--- src/logic/fcz_pkg.sv ---
// Purpose: Constants and types for the flash card zone command host.
// Assumes: 100 MHz mclk; card pins are plain logic levels.
// Notes:   Card timing figures are host choices, not card limits.
package fcz_pkg;
  localparam int CLK_PERIOD_NS = 10;
  localparam int T_ADDR_SETUP_NS = 20;
  localparam int T_STROBE_NS = 100;
  localparam int T_ACCESS_NS = 250;
  localparam int T_HOLD_NS = 20;
  localparam logic [7:0] SETUP_CYC = 8'((T_ADDR_SETUP_NS + CLK_PERIOD_NS - 1) / CLK_PERIOD_NS);
  localparam logic [7:0] STROBE_CYC = 8'((T_STROBE_NS + CLK_PERIOD_NS - 1) / CLK_PERIOD_NS);
  localparam logic [7:0] ACCESS_CYC = 8'((T_ACCESS_NS + CLK_PERIOD_NS - 1) / CLK_PERIOD_NS);
  localparam logic [7:0] HOLD_CYC = 8'((T_HOLD_NS + CLK_PERIOD_NS - 1) / CLK_PERIOD_NS);
  localparam logic [7:0] READ_LAG_CYC = 8'h03;  // Pin register plus two sync stages
  localparam int ADDR_W = 20;
  localparam logic [7:0] CMD_READ_MEM = 8'h00;
  localparam logic [7:0] CMD_IDENT = 8'h90;
  localparam logic [7:0] CMD_ERASE = 8'h20;
  localparam logic [7:0] CMD_ERASE_CHECK = 8'ha0;
  localparam logic [7:0] CMD_PROGRAM = 8'h40;
  localparam logic [7:0] CMD_WRITE_CHECK = 8'hc0;
  localparam logic [7:0] CMD_RESET = 8'hff;
  localparam logic [7:0] ERASED_BYTE = 8'hff;
  localparam logic [19:0] ID_MAKER_ADDR = 20'h00000;
  localparam logic [19:0] ID_PART_ADDR = 20'h00002;

  typedef enum logic [2:0] {
    FCZ_OP_READ, FCZ_OP_READ_MEM, FCZ_OP_IDENT, FCZ_OP_ERASE,
    FCZ_OP_ERASE_CHECK, FCZ_OP_PROGRAM, FCZ_OP_WRITE_CHECK, FCZ_OP_RESET
  } fcz_op_e;
  typedef enum logic [1:0] {FCZ_LANE_X8, FCZ_LANE_HIGH, FCZ_LANE_X16} fcz_lane_e;
  typedef enum logic [1:0] {FCZ_IDLE, FCZ_SETUP, FCZ_STROBE, FCZ_HOLD} fcz_state_e;
endpackage

--- src/logic/fcz_sync2.sv ---
// Purpose: Two flip-flop synchroniser for card data inputs.
// Assumes: Card lanes are asynchronous to mclk.
// Notes:   First stage feeds only the second stage.
`timescale 1ns/100ps
module fcz_sync2 #(
  parameter int W = 8
) (
  // Clock and reset
  input  wire logic         mclk,
  input  wire logic         reset,
  // Data
  input  wire logic [W-1:0] d,
  output logic      [W-1:0] q
);
  logic [W-1:0] meta_q;

  // Two stage capture
  always_ff @(posedge mclk) begin
    if (reset) begin
      meta_q <= '0;
      q      <= '0;
    end else begin
      meta_q <= d;
      q      <= meta_q;
    end
  end
endmodule

--- src/logic/fcz_host.sv ---
// Purpose: Host controller that drives a flash card's zone command latch.
// Assumes: Card pins are registered here; lanes are split into i/o/oe.
// Notes:   Supply level only changes while idle, never inside a sequence.
`timescale 1ns/100ps
module fcz_host (
  // Clock and reset
  input  wire logic                 mclk,
  input  wire logic                 reset,
  // User request
  input  wire logic                 req,
  input  wire fcz_pkg::fcz_op_e     op,
  input  wire fcz_pkg::fcz_lane_e   lane,
  input  wire logic [19:0]          addr,
  input  wire logic [15:0]          wdata,
  input  wire logic                 supply_request,
  // User answer
  output logic                      busy,
  output logic                      done,
  output logic                      refused,
  output logic      [15:0]          rdata,
  output logic      [15:0]          maker_code,
  output logic                      erase_ok,
  output logic      [7:0]           last_command,
  output logic                      supply_ready,
  // Card control pins
  output logic                      low_lane_card_select_n,
  output logic                      high_lane_card_select_n,
  output logic                      output_enable_n,
  output logic                      write_enable_n,
  output logic      [19:1]          card_address,
  output logic                      byte_select_address_bit,
  output logic                      low_lane_program_supply,
  output logic                      high_lane_program_supply,
  // Card data lanes
  input  wire logic [7:0]           lower_data_lane_i,
  output logic      [7:0]           lower_data_lane_o,
  output logic                      lower_data_lane_oe,
  input  wire logic [7:0]           upper_data_lane_i,
  output logic      [7:0]           upper_data_lane_o,
  output logic                      upper_data_lane_oe
);
  fcz_pkg::fcz_state_e state_q;
  fcz_pkg::fcz_op_e    op_q;
  fcz_pkg::fcz_lane_e  lane_q;
  logic [7:0]  cnt_q;
  logic [1:0]  step_q;
  logic [19:0] addr_q;
  logic [15:0] wdata_q;
  logic [15:0] rdata_q;
  logic [15:0] maker_q;
  logic        erase_ok_q;
  logic [7:0]  last_cmd_q;
  logic        supply_q;
  logic        done_q;
  logic [7:0]  lo_sync;
  logic [7:0]  hi_sync;

  // Card inputs cross into mclk before anything looks at them
  fcz_sync2 #(.W(8)) u_sync_lo (.mclk(mclk), .reset(reset), .d(lower_data_lane_i), .q(lo_sync));
  fcz_sync2 #(.W(8)) u_sync_hi (.mclk(mclk), .reset(reset), .d(upper_data_lane_i), .q(hi_sync));

  // Command code per operation
  wire [7:0] cmd_code =
    (op_q == fcz_pkg::FCZ_OP_IDENT)       ? fcz_pkg::CMD_IDENT :
    (op_q == fcz_pkg::FCZ_OP_ERASE)       ? fcz_pkg::CMD_ERASE :
    (op_q == fcz_pkg::FCZ_OP_ERASE_CHECK) ? fcz_pkg::CMD_ERASE_CHECK :
    (op_q == fcz_pkg::FCZ_OP_PROGRAM)     ? fcz_pkg::CMD_PROGRAM :
    (op_q == fcz_pkg::FCZ_OP_WRITE_CHECK) ? fcz_pkg::CMD_WRITE_CHECK :
    (op_q == fcz_pkg::FCZ_OP_RESET)       ? fcz_pkg::CMD_RESET :
    fcz_pkg::CMD_READ_MEM;

  // Step decode: ident is write, read, read; checks are write, read
  wire single_step = (op_q == fcz_pkg::FCZ_OP_READ) || (op_q == fcz_pkg::FCZ_OP_READ_MEM);
  wire [1:0] last_step = single_step ? 2'h0 : (op_q == fcz_pkg::FCZ_OP_IDENT) ? 2'h2 : 2'h1;
  wire is_check = (op_q == fcz_pkg::FCZ_OP_ERASE_CHECK) || (op_q == fcz_pkg::FCZ_OP_WRITE_CHECK);
  wire step_rd = (op_q == fcz_pkg::FCZ_OP_READ)
              || (op_q == fcz_pkg::FCZ_OP_IDENT && step_q != 2'h0)
              || (is_check && step_q == 2'h1);
  wire payload_step = (op_q == fcz_pkg::FCZ_OP_PROGRAM) && (step_q == 2'h1);
  wire [15:0] step_data = payload_step ? wdata_q : {cmd_code, cmd_code};
  wire [19:0] step_addr =
    (op_q == fcz_pkg::FCZ_OP_IDENT && step_q == 2'h1) ? fcz_pkg::ID_MAKER_ADDR :
    (op_q == fcz_pkg::FCZ_OP_IDENT && step_q == 2'h2) ? fcz_pkg::ID_PART_ADDR :
    addr_q;

  // Lane enables from the requested width
  wire lo_en = (lane_q != fcz_pkg::FCZ_LANE_HIGH);
  wire hi_en = (lane_q != fcz_pkg::FCZ_LANE_X8);
  wire active = (state_q != fcz_pkg::FCZ_IDLE);
  wire strobe = (state_q == fcz_pkg::FCZ_STROBE);
  wire tick = (cnt_q == 8'h00);

  // Request acceptance; anything but a plain read needs high supply
  wire needs_supply = (op != fcz_pkg::FCZ_OP_READ);
  wire idle_req = req && !active;
  wire accept = idle_req && !(needs_supply && !supply_q);
  assign refused = idle_req && needs_supply && !supply_q;
  assign busy = active;
  assign done = done_q;
  assign rdata = rdata_q;
  assign maker_code = maker_q;
  assign erase_ok = erase_ok_q;
  assign last_command = last_cmd_q;
  assign supply_ready = supply_q;

  // Sampled read word, disabled lanes read as zero
  wire [15:0] rd_word = {hi_sync & {8{hi_en}}, lo_sync & {8{lo_en}}};
  wire rd_sample = strobe && tick && step_rd;
  wire all_erased = (!lo_en || lo_sync == fcz_pkg::ERASED_BYTE)
                 && (!hi_en || hi_sync == fcz_pkg::ERASED_BYTE);

  // Sequencer: setup, strobe, hold per bus cycle
  always_ff @(posedge mclk) begin
    if (reset) begin
      state_q <= fcz_pkg::FCZ_IDLE;
      cnt_q   <= 8'h00;
      step_q  <= 2'h0;
      done_q  <= 1'b0;
    end else begin
      done_q <= 1'b0;
      unique case (state_q)
        fcz_pkg::FCZ_IDLE: begin
          if (accept) begin
            state_q <= fcz_pkg::FCZ_SETUP;
            cnt_q   <= fcz_pkg::SETUP_CYC - 8'h01;
            step_q  <= 2'h0;
          end
        end
        fcz_pkg::FCZ_SETUP: begin
          if (tick) begin
            state_q <= fcz_pkg::FCZ_STROBE;
            cnt_q   <= step_rd ? fcz_pkg::ACCESS_CYC + fcz_pkg::READ_LAG_CYC - 8'h01
                               : fcz_pkg::STROBE_CYC - 8'h01;
          end else begin
            cnt_q <= cnt_q - 8'h01;
          end
        end
        fcz_pkg::FCZ_STROBE: begin
          if (tick) begin
            state_q <= fcz_pkg::FCZ_HOLD;
            cnt_q   <= fcz_pkg::HOLD_CYC - 8'h01;
          end else begin
            cnt_q <= cnt_q - 8'h01;
          end
        end
        fcz_pkg::FCZ_HOLD: begin
          if (!tick) begin
            cnt_q <= cnt_q - 8'h01;
          end else if (step_q == last_step) begin
            state_q <= fcz_pkg::FCZ_IDLE;
            done_q  <= 1'b1;
          end else begin
            state_q <= fcz_pkg::FCZ_SETUP;
            cnt_q   <= fcz_pkg::SETUP_CYC - 8'h01;
            step_q  <= step_q + 2'h1;
          end
        end
      endcase
    end
  end

  // Request capture; address held for the whole sequence
  always_ff @(posedge mclk) begin
    if (reset) begin
      op_q    <= fcz_pkg::FCZ_OP_READ;
      lane_q  <= fcz_pkg::FCZ_LANE_X8;
      addr_q  <= 20'h00000;
      wdata_q <= 16'h0000;
    end else if (accept) begin
      op_q    <= op;
      lane_q  <= lane;
      addr_q  <= addr;
      wdata_q <= wdata;
    end
  end

  // Read results; first identifier read is the maker code
  always_ff @(posedge mclk) begin
    if (reset) begin
      rdata_q    <= 16'h0000;
      maker_q    <= 16'h0000;
      erase_ok_q <= 1'b0;
    end else if (rd_sample) begin
      if (op_q == fcz_pkg::FCZ_OP_IDENT && step_q == 2'h1) maker_q <= rd_word;
      else rdata_q <= rd_word;
      if (op_q == fcz_pkg::FCZ_OP_ERASE_CHECK) erase_ok_q <= all_erased;
    end
  end

  // Supply only moves while idle; dropping it returns the latch to read
  always_ff @(posedge mclk) begin
    if (reset) begin
      supply_q   <= 1'b0;
      last_cmd_q <= fcz_pkg::CMD_READ_MEM;
    end else if (!active && !req) begin
      supply_q <= supply_request;
      if (!supply_request) last_cmd_q <= fcz_pkg::CMD_READ_MEM;
    end else if (strobe && tick && !step_rd && !payload_step) begin
      last_cmd_q <= cmd_code;
    end
  end

  // Pin drive; output enable stays high whenever data is driven
  wire ce_lo_n_d = !(active && lo_en);
  wire ce_hi_n_d = !(active && hi_en);
  wire we_n_d = !(strobe && !step_rd);
  wire oe_n_d = !(strobe && step_rd);
  wire drive_d = active && !step_rd;
  always_ff @(posedge mclk) begin
    if (reset) begin
      low_lane_card_select_n  <= 1'b1;
      high_lane_card_select_n <= 1'b1;
      write_enable_n          <= 1'b1;
      output_enable_n         <= 1'b1;
      card_address            <= 19'h00000;
      byte_select_address_bit <= 1'b0;
      lower_data_lane_o       <= 8'h00;
      upper_data_lane_o       <= 8'h00;
      lower_data_lane_oe      <= 1'b0;
      upper_data_lane_oe      <= 1'b0;
    end else begin
      low_lane_card_select_n  <= ce_lo_n_d;
      high_lane_card_select_n <= ce_hi_n_d;
      write_enable_n          <= we_n_d;
      output_enable_n         <= oe_n_d;
      {card_address, byte_select_address_bit} <= step_addr;
      lower_data_lane_o       <= step_data[7:0];
      upper_data_lane_o       <= step_data[15:8];
      lower_data_lane_oe      <= drive_d && lo_en;
      upper_data_lane_oe      <= drive_d && hi_en;
    end
  end
  assign low_lane_program_supply = supply_q;
  assign high_lane_program_supply = supply_q;

  // Checks on the pin sequence, request refusal, latch code and completion
  a_we_needs_ce: assert property (@(posedge mclk) disable iff (reset)
    !write_enable_n |-> !(low_lane_card_select_n && high_lane_card_select_n))
    else $error("write strobe low with no card select");
  a_addr_held_strobe: assert property (@(posedge mclk) disable iff (reset)
    (!write_enable_n && !$past(write_enable_n)) |-> $stable(card_address) && $stable(byte_select_address_bit))
    else $error("address moved during write strobe");
  a_data_held_rise: assert property (@(posedge mclk) disable iff (reset)
    $rose(write_enable_n) |-> ($stable(lower_data_lane_o) && $stable(upper_data_lane_o))
      ##1 (lower_data_lane_oe || upper_data_lane_oe))
    else $error("write data not held over strobe rise");
  a_oe_off_drive: assert property (@(posedge mclk) disable iff (reset)
    (lower_data_lane_oe || upper_data_lane_oe || !write_enable_n) |-> output_enable_n)
    else $error("card output enabled while host drives");
  a_refuse_low_supply: assert property (@(posedge mclk) disable iff (reset)
    (req && !active && op != fcz_pkg::FCZ_OP_READ && !supply_q) |-> refused ##1 !busy)
    else $error("modify request taken with supply low");
  a_latch_default: assert property (@(posedge mclk) disable iff (reset)
    $fell(supply_q) |-> last_cmd_q == fcz_pkg::CMD_READ_MEM)
    else $error("latch not read code after supply drop");
  a_word_both_sel: assert property (@(posedge mclk) disable iff (reset)
    (strobe && lane_q == fcz_pkg::FCZ_LANE_X16) |=> !low_lane_card_select_n && !high_lane_card_select_n)
    else $error("word access without both selects");
  a_high_lane_only: assert property (@(posedge mclk) disable iff (reset)
    (active && lane_q == fcz_pkg::FCZ_LANE_HIGH) |=> low_lane_card_select_n && !lower_data_lane_oe)
    else $error("lower lane used in high lane access");
  a_byte_even_odd: assert property (@(posedge mclk) disable iff (reset)
    (strobe && lane_q == fcz_pkg::FCZ_LANE_X8)
      |=> high_lane_card_select_n && byte_select_address_bit == $past(step_addr[0]))
    else $error("byte access select or parity wrong");
  a_ident_part_addr: assert property (@(posedge mclk) disable iff (reset)
    (strobe && op_q == fcz_pkg::FCZ_OP_IDENT && step_q == 2'h2)
      |=> {card_address, byte_select_address_bit} == fcz_pkg::ID_PART_ADDR)
    else $error("part code read at wrong address");
  a_zone_addr_kept: assert property (@(posedge mclk) disable iff (reset)
    (strobe && op_q != fcz_pkg::FCZ_OP_IDENT) |=> {card_address, byte_select_address_bit} == addr_q)
    else $error("access address differs from request");
  a_seq_finishes: assert property (@(posedge mclk) disable iff (reset)
    accept |-> ##[14:200] done)
    else $error("command sequence did not finish");
endmodule

--- config.mk ---
export PLATFORM = sky130hd
export DESIGN_NAME = fcz_host
export DESIGN_NICKNAME = d
export VERILOG_FILES = /design/src/logic/fcz_pkg.sv /design/src/logic/fcz_sync2.sv /design/src/logic/fcz_host.sv
export SDC_FILE = /design/constraint.sdc
export NUM_CORES = 1
export LEC_CHECK = 0
export ABC_CLOCK_PERIOD_IN_PS = 4900
export BUFFER_PORTS_ARGS = -buffer_cell sky130_fd_sc_hd__buf_4
export CAP_MARGIN = 0
export CORE_MARGIN = 3
export CORE_UTILIZATION = 57
export DETAILED_ROUTE_END_ITERATION = 12
export PLACE_DENSITY = 0.82
export SLEW_MARGIN = 15
export SYNTH_ARGS = -nofsm -noshare
export SYNTH_HDL_FRONTEND = slang
export SYNTH_SLANG_ARGS = --single-unit
--- constraint.sdc ---
create_clock -name mclk -period 4.9 [get_ports mclk]
set_input_delay 0.49 -clock mclk [delete_from_list [all_inputs] [get_ports mclk]]
set_output_delay 0.49 -clock mclk [all_outputs]
set_load 0.01 [all_outputs]
==> results of run 1 <==
[through the flow]
step | utilization (%) | setup slack [ns] | std cells
final | 75.2 | 2.22 | 984
after floorplan | - | 2.82 | 711
after global routing | 75.2 | 1.97 | 984
after detailed placement | 69.7 | 2.40 | 952
after global placement | 69.7 | 2.54 | 952
after CTS | 75.2 | 2.30 | 984
[critical path, stage by stage, from the launching register on]
cell	delay (ns)
dfxtp_1	0.50
nor3b_1	0.66
nand2_1	0.23
nor3_2	0.85
nand3_1	0.15
a21oi_1	0.20
[cells in the final DEF (no fill, tap or decap), types with 10 or more instances in the layout]
cell type,count
inv_1,10
nor3_1,15
o21ai_0,10
ha_1,10
and2_1,22
buf_4,151
nand3_1,27
clkbuf_16,16
dfxtp_1,167
nor2b_1,43
nor2_1,31
a21oi_1,105
nand2_1,158
[state kept, by name, summed over array words and instances, names as in the netlist, 3 cells and up]
signal / cells
addr_q: 20
card_address: 19
cnt_q: 8
last_command: 5
lower_data_lane_o: 8
maker_code: 16
op_q: 3
rdata: 16
u_sync_hi.meta_q: 8
u_sync_hi.q: 8
u_sync_lo.meta_q: 8
u_sync_lo.q: 8
upper_data_lane_o: 8
wdata_q: 16
[kinds of logic (layout without fill, tap and decap cells)]
family	after synthesis	after routing	share of synthesized area (%)
AND/OR/NAND/NOR	334	334	26.3
flip-flops	167	167	54.6
AO/OA/AOI/OAI	140	140	12.5
buffers and inverters	56	193	3.86
adder cells (fa/ha/maj)	10	10	2.04
multiplexers	3	3	0.491
XOR/XNOR	1	1	0.143
[where the power goes]
| group | switching, W | internal, W |
|---|---|---|
| registers | 0.0000523 | 0.00143 |
| clock network | 0.000591 | 0.000654 |
| logic | 0.000384 | 0.000226 |
| total | 0.00103 | 0.00231 |
[layout make-up]
class / instances / area (um^2) / share of cell area (%)
Sequential cell: 167 / 3340 / 42.9
Multi-Input combinational cell: 488 / 2550 / 32.7
Timing Repair Buffer: 151 / 1130 / 14.5
Clock buffer: 17 / 414 / 5.31
Tap cell: 136 / 170 / 2.18
Clock inverter: 15 / 154 / 1.97
Inverter: 10 / 37.5 / 0.481
[per-layer routing]
metal	vias up	routed length [um]	track usage, %
li1	2616	-	-
met1	2449	6230	33.1
met2	240	7190	40.1
met3	36	1140	5.11
met4	0	344	8.99
met5	-	0	0
[path summary, 6_finish.rpt]
kind                        start                   to  slack [ns]  depth (start not counted)
max                       op_q[1]        maker_code[1]        2.22                          5
min reg2reg   u_sync_hi.meta_q[6]       u_sync_hi.q[6]        0.44                          1
min          upper_data_lane_i[7]  u_sync_hi.meta_q[7]        0.18                          2
max reg2reg               op_q[1]        maker_code[1]        2.22                          5
==> results.cfg, run 1 <==
[detailed_routing]
drt-initial-drc-count = 462
routed_wl_um = 14900
drc = 0
num_vias = 5341
ant_nets = 0
via_per_inst = 5.43
first_pass_iters = 5
wl_per_cell_um = 15.1

[clock_network]
cts_tree = yes
clk_latency_ns = 0.52
clk_pin_slew_ns = 0.07
h-tree-depth = 4
clockBufferDepth = 2
cts_resized = 0
cts_sinks = 167
cts_root_buf = clkbuf_8
numCtsBuffers = 17
hold_buffers = 0
cts_setup_buffers = 0

[grt]
antenna_found_initial = 0
grt_first_pass_wirelength_um = 23300
grt_max_degree = 100
grt_usage_pct = 24.8
first_global_vias = 4873
grt-ovfl-total = 0

[die]
rows = 37
ioPinCount = 150
die_y_um = 110
die_w_um = 110
die_area_um2 = 12000
core-area_um2 = 10400
start_util_pct = 59.0

[synth]
synthTopCellsByArea = dfxtp_1 55%, nand2_1 9.7%, a21oi_1 8.7%, nor2b_1 4.4%, and2_1 2.2%
avgSynthCellArea_um2 = 8.61
syn_nets = 782
postSynth.asyncResetShare_pct = 0
synthMostInstantiatedCell = dfxtp_1
syn_area_um2 = 6120
yosysSeqAreaShare_pct = 54.6
synth_top_area_share_pct = 54.6
synth-seq-cells = 167
post_synth_inst_count = 711
ys.warnings.count = 0
yosysUniqueCellTypes = 50
synth_common_cells = 167 x dfxtp_1, 158 x nand2_1, 106 x a21oi_1
synth_edf_count = 0
ys.flop_type = dfxtp_1
synth_top_cell_by_area = dfxtp_1

[finish]
design_area_um2 = 7800
area_growth_pct = 27.5
nets = 906
n_fill_cell = 744
drive_above_1_share_pct = 23.1
n_antenna_cell = 0

[timing]
period_share_pct = 54.8
clock-skew-final_ns = 0.00850
rsz0062_at_grt = false
fin_hold_ws_ns = 0.177
finalHoldViolations = 0
finalSetupViolations = 0
finalSetupTns_ns = 0
tightest_slew_ns = 1.01
finalCriticalPeriod_ns = 2.68
slew_headroom_pct = 32.1
max_freq_mhz = 373
final_max_slew_viol_count = 0

[worst_hold_path]
hp-class = input pin to register

[placement]
gp_congestion = 0.931
portBuffers = 149
dpl.hpwl_um = 10300
postPlaceCellArea_um2 = 7230

[setup_path]
startpoint_type = register
endpoint_kind = register
crit_arrival_ns = 3.11
required_ns = 5.33
worstSetupPathType = register to register
cp_max_fo = 16

[run_status]
status = finished clean

[pwr]
p_leak_nw = 3.15
p_total_w = 0.00334
peakVddDrop_mv = 0.340
powerDensity_nw_per_um2 = 428

[flow_run]
maxCapViolCount = 0
Power figures use the tool's default switching activity.
==> run 2: changes to the inputs <==
--- a/config.mk
+++ b/config.mk
@@ -5,13 +5,14 @@
 export SDC_FILE = /design/constraint.sdc
 export NUM_CORES = 1
 export LEC_CHECK = 0
-export ABC_CLOCK_PERIOD_IN_PS = 4900
+export ABC_AREA = 1
+export ABC_CLOCK_PERIOD_IN_PS = 2100
 export BUFFER_PORTS_ARGS = -buffer_cell sky130_fd_sc_hd__buf_4
 export CAP_MARGIN = 0
 export CORE_MARGIN = 3
-export CORE_UTILIZATION = 57
+export CORE_UTILIZATION = 48
 export DETAILED_ROUTE_END_ITERATION = 12
-export PLACE_DENSITY = 0.82
+export PLACE_DENSITY = 0.74
 export SLEW_MARGIN = 15
 export SYNTH_ARGS = -nofsm -noshare
 export SYNTH_HDL_FRONTEND = slang
==> constraint.sdc (replaced) <==
create_clock -name mclk -period 2.1 [get_ports mclk]
set_input_delay 0.21 -clock mclk [delete_from_list [all_inputs] [get_ports mclk]]
set_output_delay 0.21 -clock mclk [all_outputs]
set_load 0.01 [all_outputs]
==> run 2 against run 1 <==
Effect of this change:
- combinational power rose to 4.2 times the previous value
- sequential share of layout area fell by 1.8 points
- area after synthesis rose by 1.2%
- non-clock buffer count rose by 19
- cell area rose by 4.3%
- clock power rose to 2.6 times the previous value
- wire length rose by 0.60%
- register-to-register slack got worse by 2.0 ns
- flip-flop and latch count did not move
- utilization fell by 9.1 points
- synthesized cell count rose by 11%
- global-route usage fell by 3.7 points
- highest routed layer unchanged
==> results.cfg, run 2 <==
[run_status]
status = finished clean

[grt]
first_global_vias = 5092
grt_usage_pct = 21.2
grt_max_degree = 66
grt-busiest-layer = met2
use_met1_pct = 26.3
met2_usage_pct = 33.8
grt-ovfl-total = 0
antenna_found_initial = 0
grt_first_pass_wirelength_um = 24200
grtUsageMet3_pct = 8.01

[timing]
finalCriticalPeriod_ns = 1.88
rsz0062_at_grt = false
clock-skew-final_ns = 0.00607
slew_headroom_pct = 55.8
tightest_slew_ns = 0.663
max_freq_mhz = 533
finalHoldViolations = 0
final_max_slew_viol_count = 0
finalSetupTns_ns = 0
finalSetupViolations = 0
period_share_pct = 89.3

[clock_network]
cts_root_buf = clkbuf_16
h-tree-depth = 4
clk_pin_slew_ns = 0.06
clockBufferDepth = 2
clk_latency_ns = 0.43
cts_sinks = 167
cts_setup_buffers = 0
numCtsBuffers = 17
cts_tree = yes

[placement]
gp_congestion = 0.889
portBuffers = 149
dpl.hpwl_um = 10200

[finish]
reg_top3 = addr_q (20), card_address (19)
nets = 1013
layout_commonest_cell = nor2_1
regMostFlops = addr_q
drive_above_1_share_pct = 21.6
n_fill_cell = 1077
area_growth_pct = 31.3
postLayoutCoreUtil_pct = 66.1
n_antenna_cell = 0
most-common-layout-cells = 187 x nor2_1, 167 x dfxtp_1, 155 x buf_4
largest_register_ff_count = 20

[die]
die_area_um2 = 14300
die_w_um = 120
start_util_pct = 50.3
rows = 40
core-area_um2 = 12300
ioPinCount = 150
die_y_um = 120

[detailed_routing]
drt-initial-drc-count = 418
routed_wl_um = 15000
first_pass_iters = 5
drc = 0
num_vias = 5394
ant_nets = 0
wl_per_cell_um = 13.3
via_per_inst = 4.80

[flow_run]
maxCapViolCount = 0

[setup_path]
startpoint_type = register
cp_max_fo = 17
crit_arrival_ns = 2.23
endpoint_kind = register
worstSetupPathType = register to register
required_ns = 2.45

[synth]
synthMostInstantiatedCell = nor2_1
post_synth_inst_count = 790
synth_top_area_share_pct = 54.0
syn_area_um2 = 6190
synth-seq-cells = 167
synth_edf_count = 0
yosysUniqueCellTypes = 30
ys.flop_type = dfxtp_1
yosysSeqAreaShare_pct = 54.0
postSynth.asyncResetShare_pct = 0
synthTopCellsByArea = dfxtp_1 54%, nor2_1 11%, inv_1 6.4%, o21ai_0 5.3%, a21oi_1 4.8%
avgSynthCellArea_um2 = 7.84
synth_top_cell_by_area = dfxtp_1
syn_nets = 861
synth_common_cells = 187 x nor2_1, 167 x dfxtp_1, 106 x inv_1
ys.warnings.count = 0

[pwr]
peakVddDrop_mv = 0.864
powerDensity_nw_per_um2 = 1180
p_leak_nw = 3.65

[worst_hold_path]
hp-class = input pin to register
## run 2: metal layers
metal | wire, um | vias up | part of all wire (%)
met2 | 6780 | 198 | 45
li1 | - | 2754 | -
met1 | 6660 | 2418 | 44
met3 | 1310 | 24 | 8.8
met5 | 0 | - | 0
met4 | 243 | 0 | 1.6
## run 2: worst paths after layout
check | start | endpoint | slack, ns | cells past startpoint
max reg2reg | step_q[1] | maker_code[9] | 0.22 | 10
min | lower_data_lane_i[0] | u_sync_lo.meta_q[0] | 0.02 | 3
max | step_q[1] | maker_code[9] | 0.22 | 10
min reg2reg | u_sync_lo.meta_q[4] | u_sync_lo.q[4] | 0.40 | 2
## run 2: final cells by class
class                      count  area, um^2  area share (%)
sequential                   167        3340            41.1
multi-input combinational    474        2210            27.2
clock buffer                  21         470            5.78
tap                          168         210            2.58
inverter                     112         430            5.29
clock inverter                11         146            1.80
timing repair buffer         170        1320            16.3
## run 2: kinds of logic (layout without fill, tap and decap cells)
group                    after synthesis  after routing  share of synthesized area, %
adder cells (fa/ha/maj)               10             10                          2.02
AND/OR/NAND/NOR                      318            318                          21.5
XOR/XNOR                               2              2                         0.283
AO/OA/AOI/OAI                        144            144                          11.8
flip-flops                           167            167                          54.0
buffers and inverters                149            314                          10.4
## run 2: stage by stage
step / hold slack [ns] / instance area (um^2) / setup slack (ns) / total power (W) / cells
floorplan: 0.317 / 6190 / 0.469 / 0.00564 / 790
global placement: 0.389 / 7370 / 0.297 / 0.00632 / 1077
detailed placement: 0.393 / 7370 / 0.245 / 0.00637 / 1077
CTS: 0.00280 / 8130 / 0.224 / 0.00961 / 1123
global route: 0.0137 / 8140 / 0.0356 / 0.0101 / 1123
finish: 0.0180 / 8140 / 0.224 / 0.00957 / 1123
## run 2: worst max-delay path: stages (launching register included)
cell and delay (ns):
dfxtp_1 0.34, inv_1 0.11, ha_1 0.19, inv_1 0.07, a21oi_1 0.18, o21ai_2 0.14, nor2_4 0.21, nand2_4 0.18
inv_6 0.17, nor2_1 0.06, nor2_1 0.16
## run 2: power by group
group	total (W)	switching [W]	internal, W
sequential	0.00378	0.000214	0.00357
combinational	0.00258	0.00161	0.000964
clock	0.00321	0.00125	0.00196
## run 2: repair_timing
action,in CTS,in global routing
setup endpoints to repair,0,1
hold buffers,14,0
endpoints found under the hold margin,14,0
resized for setup,0,1
